`src/hdl/pps_defines.svh`:
```
/*
  Constants of the rail sequencer: rail indices, strobe slots, voltages, tick counts.
  Assumes inclusion by bare name from the package and the sequencer module.
*/
`ifndef PPS_DEFINES_SVH
`define PPS_DEFINES_SVH

`define PPS_NUM_RAILS 8
`define PPS_RAIL_RTC 3'h0
`define PPS_RAIL_CORE 3'h1
`define PPS_RAIL_CPU 3'h2
`define PPS_RAIL_PRI33 3'h3
`define PPS_RAIL_SW33 3'h4
`define PPS_RAIL_1V8 3'h5
`define PPS_RAIL_MEM 3'h6
`define PPS_RAIL_SEC33 3'h7

`define PPS_SLOT_RTC 4'hf
`define PPS_SLOT_1V1 4'h5
`define PPS_SLOT_PRI33 4'h4
`define PPS_SLOT_SW33 4'h3
`define PPS_SLOT_1V8 4'h2
`define PPS_SLOT_MEM 4'h1
`define PPS_SLOT_NONE 4'h0

`define PPS_MV_1V1 16'h044c
`define PPS_MV_1V5 16'h05dc
`define PPS_MV_1V35 16'h0546

`define PPS_KEEP_MASK 8'h41
`define PPS_RTC_MASK 8'h01

`define PPS_GAP_TICKS 16'h0010
`define PPS_SETTLE_TICKS 16'h0100
`define PPS_FLASH_TICKS 16'h0800

`endif

```
`src/hdl/pps_pkg.sv`:
```
/*
  Types of the rail sequencer: state enumeration, command and output carriers.
  Assumes pps_defines.svh on the include path.
*/
`include "pps_defines.svh"

package pps_pkg;

    typedef enum logic [2:0] {
        ST_RTC_UP, ST_WAIT_EN, ST_SEQ, ST_SETTLE, ST_ON, ST_FAULT
    } pps_state_type;

    typedef struct packed {
        logic valid;
        logic set_volt;
        logic [2:0] rail;
        logic on;
        logic [15:0] mv;
    } pps_cmd_type;

    typedef struct packed {
        logic [`PPS_NUM_RAILS-1:0] rail_en;
        logic rtc_rst_n;
        logic ldo_good;
        logic rails_good;
        logic wake;
        logic irq_oe;
        logic led;
        logic [15:0] cpu_mv;
        logic [15:0] mem_mv;
        logic [15:0] core_mv;
    } pps_out_type;

endpackage : pps_pkg

```
`src/hdl/pps_sequencer.sv`:
```
/*
  Power-rail sequencer with processor handshake, button events and low-power modes.
  Assumes a single 50 MHz clock, an on-clock command source, and pins that need syncing.
*/
`timescale 1ns/1ns
`default_nettype none
`include "pps_defines.svh"

module pps_sequencer
    import pps_pkg::*;
#(
    parameter logic [15:0] GAP_TICKS = `PPS_GAP_TICKS,
    parameter logic [15:0] SETTLE_TICKS = `PPS_SETTLE_TICKS,
    parameter logic [15:0] FLASH_TICKS = `PPS_FLASH_TICKS
) (
    input wire logic ref_clk,
    input wire logic srst,
    input wire logic power_enable_request,
    input wire logic power_button,
    input wire logic fault_in,
    input wire logic [`PPS_NUM_RAILS-1:0] rail_good_in,
    input wire pps_cmd_type ctrl_cmd,
    input wire logic irq_ack,
    output logic [`PPS_NUM_RAILS-1:0] rail_en,
    output logic rtc_poweron_reset_n,
    output logic ldo_good_out,
    output logic rails_good_out,
    output logic wake_out,
    output logic pmic_irq_n_o,
    output logic pmic_irq_n_oe,
    output logic power_led,
    output logic [15:0] cpu_mv,
    output logic [15:0] mem_mv,
    output logic [15:0] core_mv
);

    // ------------------------------------------------------------
    // Slot decoding
    // ------------------------------------------------------------
    function automatic logic [3:0] rail_slot(input logic [2:0] rail);
        logic [3:0] s;
        s = `PPS_SLOT_NONE;
        unique case (rail)
            `PPS_RAIL_RTC: s = `PPS_SLOT_RTC;
            `PPS_RAIL_CORE: s = `PPS_SLOT_1V1;
            `PPS_RAIL_CPU: s = `PPS_SLOT_1V1;
            `PPS_RAIL_PRI33: s = `PPS_SLOT_PRI33;
            `PPS_RAIL_SW33: s = `PPS_SLOT_SW33;
            `PPS_RAIL_1V8: s = `PPS_SLOT_1V8;
            `PPS_RAIL_MEM: s = `PPS_SLOT_MEM;
            `PPS_RAIL_SEC33: s = `PPS_SLOT_NONE;
        endcase
        return s;
    endfunction : rail_slot

    function automatic logic [`PPS_NUM_RAILS-1:0] slot_mask(input logic [3:0] slot);
        logic [`PPS_NUM_RAILS-1:0] m;
        m = '0;
        for (int i = 0; i < `PPS_NUM_RAILS; i++) begin
            m[i] = (slot != `PPS_SLOT_NONE) && (rail_slot(3'(i)) == slot);
        end
        return m;
    endfunction : slot_mask

    // ------------------------------------------------------------
    // State
    // ------------------------------------------------------------
    typedef struct packed {
        pps_state_type st;
        logic [3:0] slot;
        logic [15:0] cnt;
        logic pen_s1;
        logic pen_s2;
        logic btn_s1;
        logic btn_s2;
        logic btn_prev;
        logic flt_s1;
        logic flt_s2;
        logic [`PPS_NUM_RAILS-1:0] good_s1;
        logic [`PPS_NUM_RAILS-1:0] good_s2;
        pps_out_type o;
    } pps_regs_type;

    pps_regs_type state_reg;
    pps_regs_type state_next;
    logic press;
    logic all_good;
    logic sleeping;
    logic [3:0] slot_dn;

    assign press = state_reg.btn_s2 & ~state_reg.btn_prev;
    // Rails not enabled do not block the good check
    assign all_good = &(state_reg.good_s2 | ~state_reg.o.rail_en);
    assign sleeping = (state_reg.st == ST_ON)
        && ((state_reg.o.rail_en & ~`PPS_KEEP_MASK) == '0);
    assign slot_dn = state_reg.slot - 4'h1;

    always_comb begin
        state_next = state_reg;
        state_next.pen_s1 = power_enable_request;
        state_next.pen_s2 = state_reg.pen_s1;
        state_next.btn_s1 = power_button;
        state_next.btn_s2 = state_reg.btn_s1;
        state_next.btn_prev = state_reg.btn_s2;
        state_next.flt_s1 = fault_in;
        state_next.flt_s2 = state_reg.flt_s1;
        state_next.good_s1 = rail_good_in;
        state_next.good_s2 = state_reg.good_s1;

        unique case (state_reg.st)
            ST_RTC_UP: begin
                state_next.o.rail_en = `PPS_RTC_MASK;
                if (state_reg.good_s2[`PPS_RAIL_RTC]) begin
                    state_next.o.rtc_rst_n = 1'b1;
                    state_next.st = ST_WAIT_EN;
                end
            end
            ST_WAIT_EN: begin
                if (state_reg.pen_s2) begin
                    state_next.st = ST_SEQ;
                    state_next.slot = `PPS_SLOT_RTC;
                    state_next.cnt = '0;
                end
            end
            ST_SEQ: begin
                if (state_reg.cnt != '0) begin
                    state_next.cnt = state_reg.cnt - 16'h1;
                end else if (state_reg.slot == `PPS_SLOT_MEM) begin
                    state_next.st = ST_SETTLE;
                    state_next.cnt = SETTLE_TICKS;
                end else begin
                    state_next.slot = slot_dn;
                    state_next.o.rail_en = state_reg.o.rail_en | slot_mask(slot_dn);
                    // Empty slots cost one cycle, not a full gap
                    state_next.cnt = (slot_mask(slot_dn) != '0) ? GAP_TICKS : '0;
                end
            end
            ST_SETTLE: begin
                if (all_good && state_reg.o.rail_en[`PPS_RAIL_SEC33]) begin
                    state_next.st = ST_ON;
                    state_next.o.ldo_good = 1'b1;
                    state_next.o.rails_good = 1'b1;
                    state_next.o.led = 1'b1;
                end else if (state_reg.cnt == '0) begin
                    state_next.st = ST_FAULT;
                    state_next.o.led = 1'b1;
                    state_next.cnt = FLASH_TICKS;
                end else begin
                    state_next.cnt = state_reg.cnt - 16'h1;
                end
            end
            ST_ON: begin
                if (ctrl_cmd.valid && !ctrl_cmd.set_volt) begin
                    // Commands never turn the RTC rail off, so the wake path stays alive
                    if (ctrl_cmd.rail != `PPS_RAIL_RTC
                        && ctrl_cmd.rail != `PPS_RAIL_SEC33) begin
                        state_next.o.rail_en[ctrl_cmd.rail] = ctrl_cmd.on;
                    end
                end
                if (ctrl_cmd.valid && ctrl_cmd.set_volt) begin
                    if (ctrl_cmd.rail == `PPS_RAIL_CPU && ctrl_cmd.mv >= `PPS_MV_1V1) begin
                        state_next.o.cpu_mv = ctrl_cmd.mv;
                    end
                    if (ctrl_cmd.rail == `PPS_RAIL_MEM
                        && (ctrl_cmd.mv == `PPS_MV_1V5 || ctrl_cmd.mv == `PPS_MV_1V35)) begin
                        state_next.o.mem_mv = ctrl_cmd.mv;
                    end
                end
                // Processor held in reset while no rail beyond RTC and memory stays up
                state_next.o.rails_good = ~sleeping;
                state_next.o.ldo_good = ~sleeping;
                if (!sleeping) begin
                    state_next.o.wake = 1'b0;
                end
                if (irq_ack) begin
                    state_next.o.irq_oe = 1'b0;
                end
                if (press && sleeping) begin
                    state_next.o.wake = 1'b1;
                end
                if (press && !sleeping) begin
                    state_next.o.irq_oe = 1'b1;
                end
            end
            ST_FAULT: begin
                // Latched until reset: a shut-down supply is not retried
                state_next.o.rail_en = '0;
                state_next.o.rtc_rst_n = 1'b0;
                state_next.o.ldo_good = 1'b0;
                state_next.o.rails_good = 1'b0;
                state_next.o.wake = 1'b0;
                state_next.o.irq_oe = 1'b0;
                if (state_reg.cnt != '0) begin
                    state_next.cnt = state_reg.cnt - 16'h1;
                end else begin
                    state_next.o.led = 1'b0;
                end
            end
        endcase

        if (state_reg.flt_s2 && state_reg.st != ST_FAULT
            && state_reg.st != ST_RTC_UP && state_reg.st != ST_WAIT_EN) begin
            state_next.st = ST_FAULT;
            state_next.o.rail_en = '0;
            // Goods drop with the rails, not one edge later
            state_next.o.ldo_good = 1'b0;
            state_next.o.rails_good = 1'b0;
            // Only an interrupted power-up flashes the LED
            state_next.o.led = (state_reg.st != ST_ON);
            state_next.cnt = (state_reg.st != ST_ON) ? FLASH_TICKS : '0;
        end

        // Secondary 3.3V tracks the primary one tick later
        if (state_next.st != ST_FAULT) begin
            state_next.o.rail_en[`PPS_RAIL_SEC33] = state_reg.o.rail_en[`PPS_RAIL_PRI33];
        end
        state_next.o.core_mv = `PPS_MV_1V1;
    end

    always_ff @(posedge ref_clk) begin
        if (srst) begin
            state_reg <= '0;
            state_reg.st <= ST_RTC_UP;
            state_reg.o.cpu_mv <= `PPS_MV_1V1;
            state_reg.o.mem_mv <= `PPS_MV_1V5;
            state_reg.o.core_mv <= `PPS_MV_1V1;
        end else begin
            state_reg <= state_next;
        end
    end

    // ------------------------------------------------------------
    // Outputs
    // ------------------------------------------------------------
    assign rail_en = state_reg.o.rail_en;
    assign rtc_poweron_reset_n = state_reg.o.rtc_rst_n;
    assign ldo_good_out = state_reg.o.ldo_good;
    assign rails_good_out = state_reg.o.rails_good;
    assign wake_out = state_reg.o.wake;
    assign pmic_irq_n_o = 1'b0;
    assign pmic_irq_n_oe = state_reg.o.irq_oe;
    assign power_led = state_reg.o.led;
    assign cpu_mv = state_reg.o.cpu_mv;
    assign mem_mv = state_reg.o.mem_mv;
    assign core_mv = state_reg.o.core_mv;
endmodule : pps_sequencer

`default_nettype wire

```
`config.mk`:
```
export PLATFORM = sky130hd
export DESIGN_NAME = pps_sequencer
export DESIGN_NICKNAME = d
export VERILOG_FILES = /design/src/hdl/pps_pkg.sv /design/src/hdl/pps_sequencer.sv
export VERILOG_INCLUDE_DIRS = /design/src /design/src/hdl
export SDC_FILE = /design/constraint.sdc
export NUM_CORES = 1
export LEC_CHECK = 0
export ABC_AREA = 1
export CORE_UTILIZATION = 57
export DETAILED_ROUTE_END_ITERATION = 10
export DONT_BUFFER_PORTS = 1
export GPL_TIMING_DRIVEN = 0
export PLACE_DENSITY = 0.82
export SKIP_CTS_REPAIR_TIMING = 1
export SYNTH_ARGS = -nofsm -noshare
export SYNTH_HDL_FRONTEND = slang
export SYNTH_SLANG_ARGS = --single-unit
```
`constraint.sdc`:
```
create_clock -name ref_clk -period 1.7 [get_ports ref_clk]
set_input_delay 0.085 -clock ref_clk [delete_from_list [all_inputs] [get_ports ref_clk]]
set_output_delay 0.085 -clock ref_clk [all_outputs]
set_load 0.01 [all_outputs]
```
**Word level (Yosys, flattened, before mapping)**

Index checks and enable logic that the tools add are counted.

- Add/sub/neg operators: 2
- Order comparisons: 3
- Eq/ne operators: 40
- Multiplexer cells: 64
- Bitwise gates (word level): 6
- Reductions and logical operators: 52

Operators by type and width:

| cell | number |
|---|---|
| 4-bit 2-to-1 mux | 22 |
| 16-bit 2-to-1 mux | 5 |
| 16-bit case mux with 4 select lines | 1 |
| 8-bit 2-to-1 mux | 5 |
| 16-bit by 11-bit equality test with 1-bit output, second input constant | 2 |
| 8-bit case mux with 4 select lines | 1 |
| 4-bit equality test | 7 |
| 3-bit != test, second input constant | 8 |
| 23-bit 2-to-1 mux | 1 |
| 1-bit logical AND | 20 |
| 16-bit by 11-bit >= comparator with 1-bit output, second input constant | 1 |
| 16-bit zero test | 1 |
| 8-bit OR | 2 |
| 16-bit nonzero test | 1 |
| 16-bit by 1-bit subtractor with 16-bit output, second input constant | 1 |
| 3-bit 2-to-1 mux | 5 |
| 12-bit 2-to-1 mux | 1 |
| 4-bit != test, second input constant | 3 |
| 3-bit case mux with 4 select lines | 1 |
| 3-bit nonzero test | 4 |
| 1-bit 2-to-1 mux | 11 |
| 2-bit != test, second input constant | 5 |
| 5-bit AND reduction | 2 |
| 3-bit by 2-bit equality test with 1-bit output, second input constant | 3 |
| other kinds (37) | 54 |

- Register bits after elaboration: 108
- Input port bits: 36
- Output and inout bits: 63
- Logic and storage cells: 190

**Logic depth before layout (Yosys ltp)**

Gate-level depths: netlist (run 1).

- Depth in word-level cells: 12
- Mapped depth: 13
- Gate-level depth less buffers: 13

**Least setup slack after synthesis (run 1)**

Ideal clock, no wire load.

- Kind: reg-to-reg
- Start point: reg state_reg[85] (netlist bit)
- End point: reg state_reg (netlist bit rail_en[7])
- Setup time: 0.115 ns
- Arrival: 1.530 ns
- Required time: 1.585 ns
- Slack: 0.055 ns
- Stages on the path, launching flop included: 14
- Buffers on the path: 0
- Clock period less this slack: 1.645 ns
- Path through: dfxtp_1 inv_1 ha_1 nand2_1 nor2_1 nand2_1 nand2_1 nand2_1 inv_2 nand4_4 inv_2 nor2_1 nor2_1 nor2_1

- Cells in the longest elaborated chain, start to end: 8
- Elaborated cells between the ends (all ways): 15
- Those cells by class: eq/ne (5); mux (6); reduce/logical (4)

Ends and longest elaborated chain:

| element | line | RTL |
|---|---|---|
| start, declared | pps_sequencer.sv:84 | `pps_regs_type state_reg;` |
| start signal, assigned | pps_sequencer.sv:228 | `state_reg <= state_next;` |
| 16-bit zero test | pps_sequencer.sv:144 | `end else if (state_reg.cnt == '0) begin` |
| 3-bit 2-to-1 mux | pps_sequencer.sv:144 |  |
| 3-bit 2-to-1 mux | pps_sequencer.sv:139 | `` if (all_good && state_reg.o.rail_en[`PPS_RAIL_SEC33]) begin `` |
| 3-bit case mux with 4 select lines | pps_sequencer.sv:110 | `unique case (state_reg.st)` |
| 3-bit 2-to-1 mux | pps_sequencer.sv:201 | `if (state_reg.flt_s2 && state_reg.st != ST_FAULT` |
| 3-bit != test | pps_sequencer.sv:214 | `if (state_next.st != ST_FAULT) begin` |
| 4-bit != test (no source line), or another cell as far along | - |  |
| 5-bit AND reduction (no source line) | - |  |

Parallel ways exist; a longest one is shown, timed or not. The select of a mux whose other input is x is not followed.
A chain may end at the register's enable or synchronous reset.

**Worst setup path after layout (run 1)**

- Start point: reg state_reg[106] (netlist bit)
- End point: reg state_reg[94] (netlist bit)

- Cells in the longest elaborated chain, start to end: 6
- Elaborated cells between the ends (all ways): 17
- Those cells by class: eq/ne (9); mux (2); reduce/logical (6)

Ends and longest elaborated chain:

| element | line | RTL |
|---|---|---|
| 3-bit != test | pps_sequencer.sv:201 |  |
| 1-bit logical AND | pps_sequencer.sv:201 |  |
| 1-bit logical AND (2 in a row) | pps_sequencer.sv:202 | `&& state_reg.st != ST_RTC_UP && state_reg.st != ST_WAIT_EN) begin` |
| 3-bit != test (no source line) or 5-bit nonzero test (tied branches) | - |  |
| 4-bit AND reduction (no source line) | - |  |

Parallel ways exist; a longest one is shown, timed or not.

==> results of run 1 <==
==> cell usage after synthesis (all sizes together) <==
| library cell | n | area (um^2) |
|---|---|---|
| xor2 | 12 | 105.1 |
| clkbuf | 7 | 26.28 |
| and3 | 1 | 6.260 |
| o21a | 1 | 7.510 |
| a31oi | 5 | 31.28 |
| a21oi | 29 | 156.4 |
| nand4 | 7 | 58.81 |
| nor2 | 101 | 389.1 |
| mux2i | 1 | 10.01 |
| dfxtp | 91 | 1822 |
| nor4 | 2 | 27.53 |
| nand3 | 51 | 260.3 |
| o21bai | 3 | 22.52 |
| inv | 107 | 401.6 |
| o21ai | 30 | 150.1 |
| o32ai | 1 | 8.760 |
| a211oi | 2 | 15.01 |
| o31ai | 2 | 15.01 |
| buf | 66 | 485.5 |
| xnor2 | 1 | 8.760 |
| a22oi | 1 | 12.51 |
| conb | 2 | 7.510 |
| nor3b | 1 | 7.510 |
| o22ai | 1 | 6.260 |
| o311ai | 1 | 8.760 |
| nor3 | 14 | 80.08 |
| nand2 | 138 | 530.5 |
| o41ai | 1 | 8.760 |
| ha | 7 | 87.58 |
| nand3b | 8 | 60.06 |
==> metal layers <==
layer | wire length, um | share of wire (%)
met1 | 4853 | 41
met2 | 5723 | 49
met3 | 816 | 7.0
met4 | 326 | 2.8
met5 | 0 | 0
==> report_power, final <==
part	internal [mW]	switching (mW)
Sequential	2.21	0.0773
Clock	0.544	0.797
Combinational	0.433	0.706
Total	3.19	1.58
==> cell type report <==
cell class	instances	area (um^2)	area share (%)
tap	105	131.4	2.273
inverter	107	409.1	7.078
buffer	73	520.5	9.004
sequential	91	1849	31.99
clock inverter	6	48.80	0.8442
multi-input combinational	438	2394	41.41
timing repair buffer	34	300.3	5.195
clock buffer	10	127.6	2.208
==> stage by stage <==
stage          hold slack [ns]  instance area, um^2
3_5_place_dp            0.1953                 5005
4_1_cts                -0.1915                 5181
3_3_place_gp            0.1929                 5005
2_1_floorplan           0.1920                 4873
5_1_grt                0.02309                 5781
6_report              -0.01455                 5781
==> worst max-delay path, cell delays in order, from the launching register on <==
cell     delay [ns]
dfxtp_2        0.33
buf_2          0.15
nand2_2        0.10
o21ai_1        0.09
a22oi_2        0.13
nand2_2        0.08
a21oi_4        0.27
buf_6          0.19
nand2_4        0.06
xor2_2         0.16
nor2_1         0.10
==> final timing paths <==
| path | from | to | depth (start not counted) |
|---|---|---|---|
| setup reg to reg | state_reg[106] | state_reg[94] | 10 |
| hold / removal | ctrl_cmd[13] | cpu_mv[13] | 4 |
| setup / recovery | state_reg[106] | state_reg[94] | 10 |
| hold reg to reg | state_next[64] | state_reg[64] | 2 |
==> cell families (layout without fill, tap and decap cells) <==
group	Yosys count	count (layout)	share of synthesized area, %
muxes	1	1	0.2078
buffers and inverters	180	230	18.96
and+or+nand+nor	323	323	29.48
DFF	91	91	37.82
adders and majority gates	7	7	1.818
xor gates and xnor gates	13	13	2.364
AOI/OAI and AO/OA	77	77	9.195
other	2	17	0.1559
==> metrics.md, run 1 <==
| Metric | Value |
|---|---|
| Post-Syn Instances | `694` |
| Clock Path Buffers | `2` |
| Outcome | `finished, violations left` |
| Leakage | `2.761 nW` |
| Slew margin rel. | `61.82%` |
| Drt drc | `0` |
| Critical path type | `register to register` |
| CP startpoint kind | `register` |
| Fill cells | `656` |
| Initial antenna violation count | `0` |
| Critical Path AT | `2.03 ns` |
| Vias in the first global route | `3953` |
| Met1 global-route usage | `around 30%` |
| Count of pins over their slew limit | `0` |
| Routed Antenna Nets | `0` |
| Tmin final | `1.724 ns` |
| TNS Setup | `-0.04112 ns` |
| Violated checks | `negative hold slack, negative setup slack` |
| HP Class | `input pin to register` |
| Remaining global-route overflow | `0` |
| Placed insts | `814` |
| Critical path endpoint category | `register` |
| Worst slew pin tran | `0.5727 ns` |
| GR Util All Layers | `between 20 and 25%` |
| Mapped Area | `4817 um^2` |
| VDD IR-drop max | `around 0.55 mV` |
| Drt total wl | `11.72 mm` |
| Rows | `33` |
| TritonRoute pass-1 iters | `6` |
| Final Skew | `around 0.017 ns` |
| Max Cap Viol | `0` |
| GRT met3 Usage | `4.773%` |
| Area Growth Syn to Fin | `20.00%` |
| Met2 GRT Util | `41.36%` |
| Routed WL per cell | `13.56 um` |
| Post-DR vias/cell | `approximately 5.2` |
| Die Y | `93.93 um` |
| Routed via count | `4509` |
| Layout cell share with drive strength beyond 1 | `approximately a quarter` |
| RSZ-0062 raised after global routing | `yes` |
| FMAX | `580.0 MHz` |
| Die footprint | `just under 9000 um^2` |
| Crit-path max FO | `8` |
| R2r setup slk | `-0.02 ns` |
| Final Non-Filler Cells | `864` |
| PD cells | `825.2 nW/um^2` |
| CTS buffer count | `9` |
| Core ar. | `between 8000 and 9000 um^2` |
| Clk_lat worst skew | `0.37 ns` |
| Global-route wire length before repair | `17.19 mm` |
| Final setup vio count | `6` |
| H-tree Lvls | `3` |
| Commonest non-fill, non-tap cells in the layout | `nand2_1, inv_1, nor2_1` |
| CTS Sinks | `91` |
| Layout net count | `between 700 and 800` |
| Reg clk slew, reported paths | `roughly 0.090 ns` |
| Yosys synthesis warning count | `0` |
| Sequential share of the synthesized area | `37.82%` |
| Final Hold Fails | `3` |
| Worst path required time | `2.00 ns` |
| Root buffer cell | `clkbuf_8` |
| Flops & latches, synth | `91` |
| Final core utilization | `70.35%` |
| Setup ws final | `-0.02420 ns` |
| Syn avg cell area | `6.941 um^2` |
| Distinct cells, synth | `43` |
| GRT Max-Usage Layer | `met2` |
| Initial core utilization | `58.63%` |
| Ports | `between 90 and 100` |
| Largest net degree at the start of global routing | `17` |
| ANT cells | `0` |
| Pre-CTS setup slack | `-0.3055 ns` |
| I/O Buffers | `0` |
| Final HPWL DP | `8.039 mm` |
| Initial DRC Count | `213` |
| CTS tree | `built` |
| Leading cell type in the layout, fill and taps excluded | `nand2_1` |
| Die width | `93.93 um` |
| Max reg flops | `34` |
| Hold WS | `-0.01455 ns` |
| Pwr Total | `4.770 mW` |
| Final period utilization | `101.4%` |
| Placer Congestion | `0.9495` |
(Power assumes the default switching activity.)
==> run 2, diff against run 1 <==
CELL_PAD_IN_SITES_DETAIL_PLACEMENT = 0   (was not set)
CELL_PAD_IN_SITES_GLOBAL_PLACEMENT = 1   (was not set)
CORE_UTILIZATION = 41   (was 57)
PLACE_DENSITY = 0.83   (was 0.82)
==> run 2 against run 1 <==
The run ends with negative hold slack left; critical path depth is the same; worst hold slack worse by 0.023 ns; sequential share of layout area down 2.3 points; first-iteration DRC count down 0.47%; routed wire length increased by 3.1%; sequential power hardly changed; clock power increased by 50%; final area grew 7.7%.
==> metrics.md, run 2 (synthesized netlist as in run 1, its figures left out) <==
| Metric | Value |
|---|---|
| Outcome | `finished, violations left` |
| Violated checks | `negative hold slack` |
| Vias in the first global route | `around 3600` |
| Die Y | `roughly 110 um` |
| Slew margin rel. | `57.21%` |
| Placer Congestion | `0.8458` |
| Worst slew pin tran | `0.6418 ns` |
| ANT cells | `0` |
| Setup ws final | `0.004850 ns` |
| Commonest non-fill, non-tap cells in the layout | `nand2_1, inv_1, buf_4` |
| Critical Path AT | `a little under 2 ns` |
| Reg2Reg Depth | `10` |
| Leading cell type in the layout, fill and taps excluded | `nand2_1` |
| Fill cells | `1098` |
| CTS tree | `built` |
| Critical path endpoint category | `register` |
| HP Class | `input pin to register` |
| Root buffer cell | `clkbuf_16` |
| CP startpoint kind | `register` |
| Multi-input gate area | `between 2000 and 3000 um^2` |
| Initial DRC Count | `212` |
| Global-route wire length before repair | `17.20 mm` |
| Design area | `6225 um^2` |
| Pre-CTS setup slack | `-0.3213 ns` |
| Core ar. | `around 11000 um^2` |
| Initial core utilization | `42.19%` |
| TritonRoute pass-1 iters | `5` |
| GR Util All Layers | `18.69%` |
| Count of pins over their slew limit | `0` |
| Final Hold Fails | `3` |
| Layout net count | `810` |
| H-tree Lvls | `3` |
| Initial antenna violation count | `0` |
| Clk_lat worst skew | `0.35 ns` |
| Final Skew | `0.006657 ns` |
| Max Cap Viol | `0` |
| FMAX | `just under 600 MHz` |
| Ports | `99` |
| Final period utilization | `99.71%` |
| TNS Setup | `0 ns` |
| Register area | `1851 um^2` |
| Critical path type | `register to register` |
| Crit-path max FO | `6` |
| Pwr Total | `5.560 mW` |
| Worst path required time | `1.99 ns` |
| Drt drc | `0` |
| Post-DR vias/cell | `4.812` |
| Die width | `110.4 um` |
| Reg clk slew, reported paths | `0.06 ns` |
| Tmin final | `1.695 ns` |
| Final HPWL DP | `8.406 mm` |
| Routed WL per cell | `13.21 um` |
| Remaining global-route overflow | `0` |
| Routed via count | `4403` |
| Hold depth | `3` |
| Rows | `39` |
| Routed Antenna Nets | `0` |
| VDD IR-drop max | `0.9562 mV` |
| Largest net degree at the start of global routing | `15` |
| Area Growth Syn to Fin | `29.22%` |
| PD cells | `893.1 nW/um^2` |
| Leakage | `just under 3 nW` |
| Drt total wl | `~12 mm` |
| Final setup vio count | `0` |
| I/O Buffers | `0` |
| Hold WS | `-0.03722 ns` |
| CTS buffer count | `9` |
| RSZ-0062 raised after global routing | `yes` |
| CTS Sinks | `91` |
| Final core utilization | `between 50 and 60%` |
| Clock Path Buffers | `2` |
| Dpl cell area | `5052 um^2` |
| Layout cell share with drive strength beyond 1 | `between 20% and 30%` |
| Max reg flops | `34` |
| Die footprint | `12190 um^2` |
## run 2: final timing paths
| path | from | end | slack (ns) |
|---|---|---|---|
| max | state_reg[106] | state_reg[97] | 0.005 |
| min | ctrl_cmd[5] | cpu_mv[5] | -0.04 |
| max reg2reg | state_reg[106] | state_reg[97] | 0.005 |
| min reg2reg | state_next[63] | state_reg[63] | 0.40 |
## run 2: per-layer routing
layer / global-route usage (%) / wire [um] / up-vias / part of all wire, %
met5: 0 / 0 / - / 0
li1: - / - / 2250 / -
met2: 29.37 / 5743 / 113 / 48
met1: 24.43 / 5562 / 2023 / 46
met3: 5.173 / 600 / 17 / 5.0
met4: 6.673 / 180 / 0 / 1.5
## run 2: critical path, cell delays in order, from the launching register on
cell and delay [ns]:
dfxtp_2 0.33, buf_6 0.13, buf_4 0.14, nor2_4 0.17, inv_2 0.10, o21ai_1 0.20
nand2_1 0.13, nand2_2 0.10, nand2_4 0.09, buf_6 0.15, nor2_1 0.10
## run 2: area by class of cell
| cell class | count | area share [%] |
|---|---|---|
| multi-input cells | 438 | 40.20 |
| flip-flops and latches | 91 | 29.73 |
| plain buffers | 73 | 8.482 |
| repair buffers | 47 | 7.176 |
| inverters | 107 | 6.774 |
| clock buffers | 12 | 3.960 |
| well taps | 143 | 2.874 |
| clock inverters | 4 | 0.8040 |
## run 2: per-stage QoR
step                hold slack, ns  instances
global route              0.002567        915
CTS                        -0.1754        868
finish                    -0.03722        915
floorplan                   0.1920        709
global placement            0.1931        852
detailed placement          0.1954        852
## run 2: where the power goes
group,internal (mW),switching (mW),total (mW),leakage [nW]
sequential,2.21,0.0799,2.29,0.748
combinational,0.534,0.721,1.26,2.03
clock,1.18,0.833,2.01,0.139
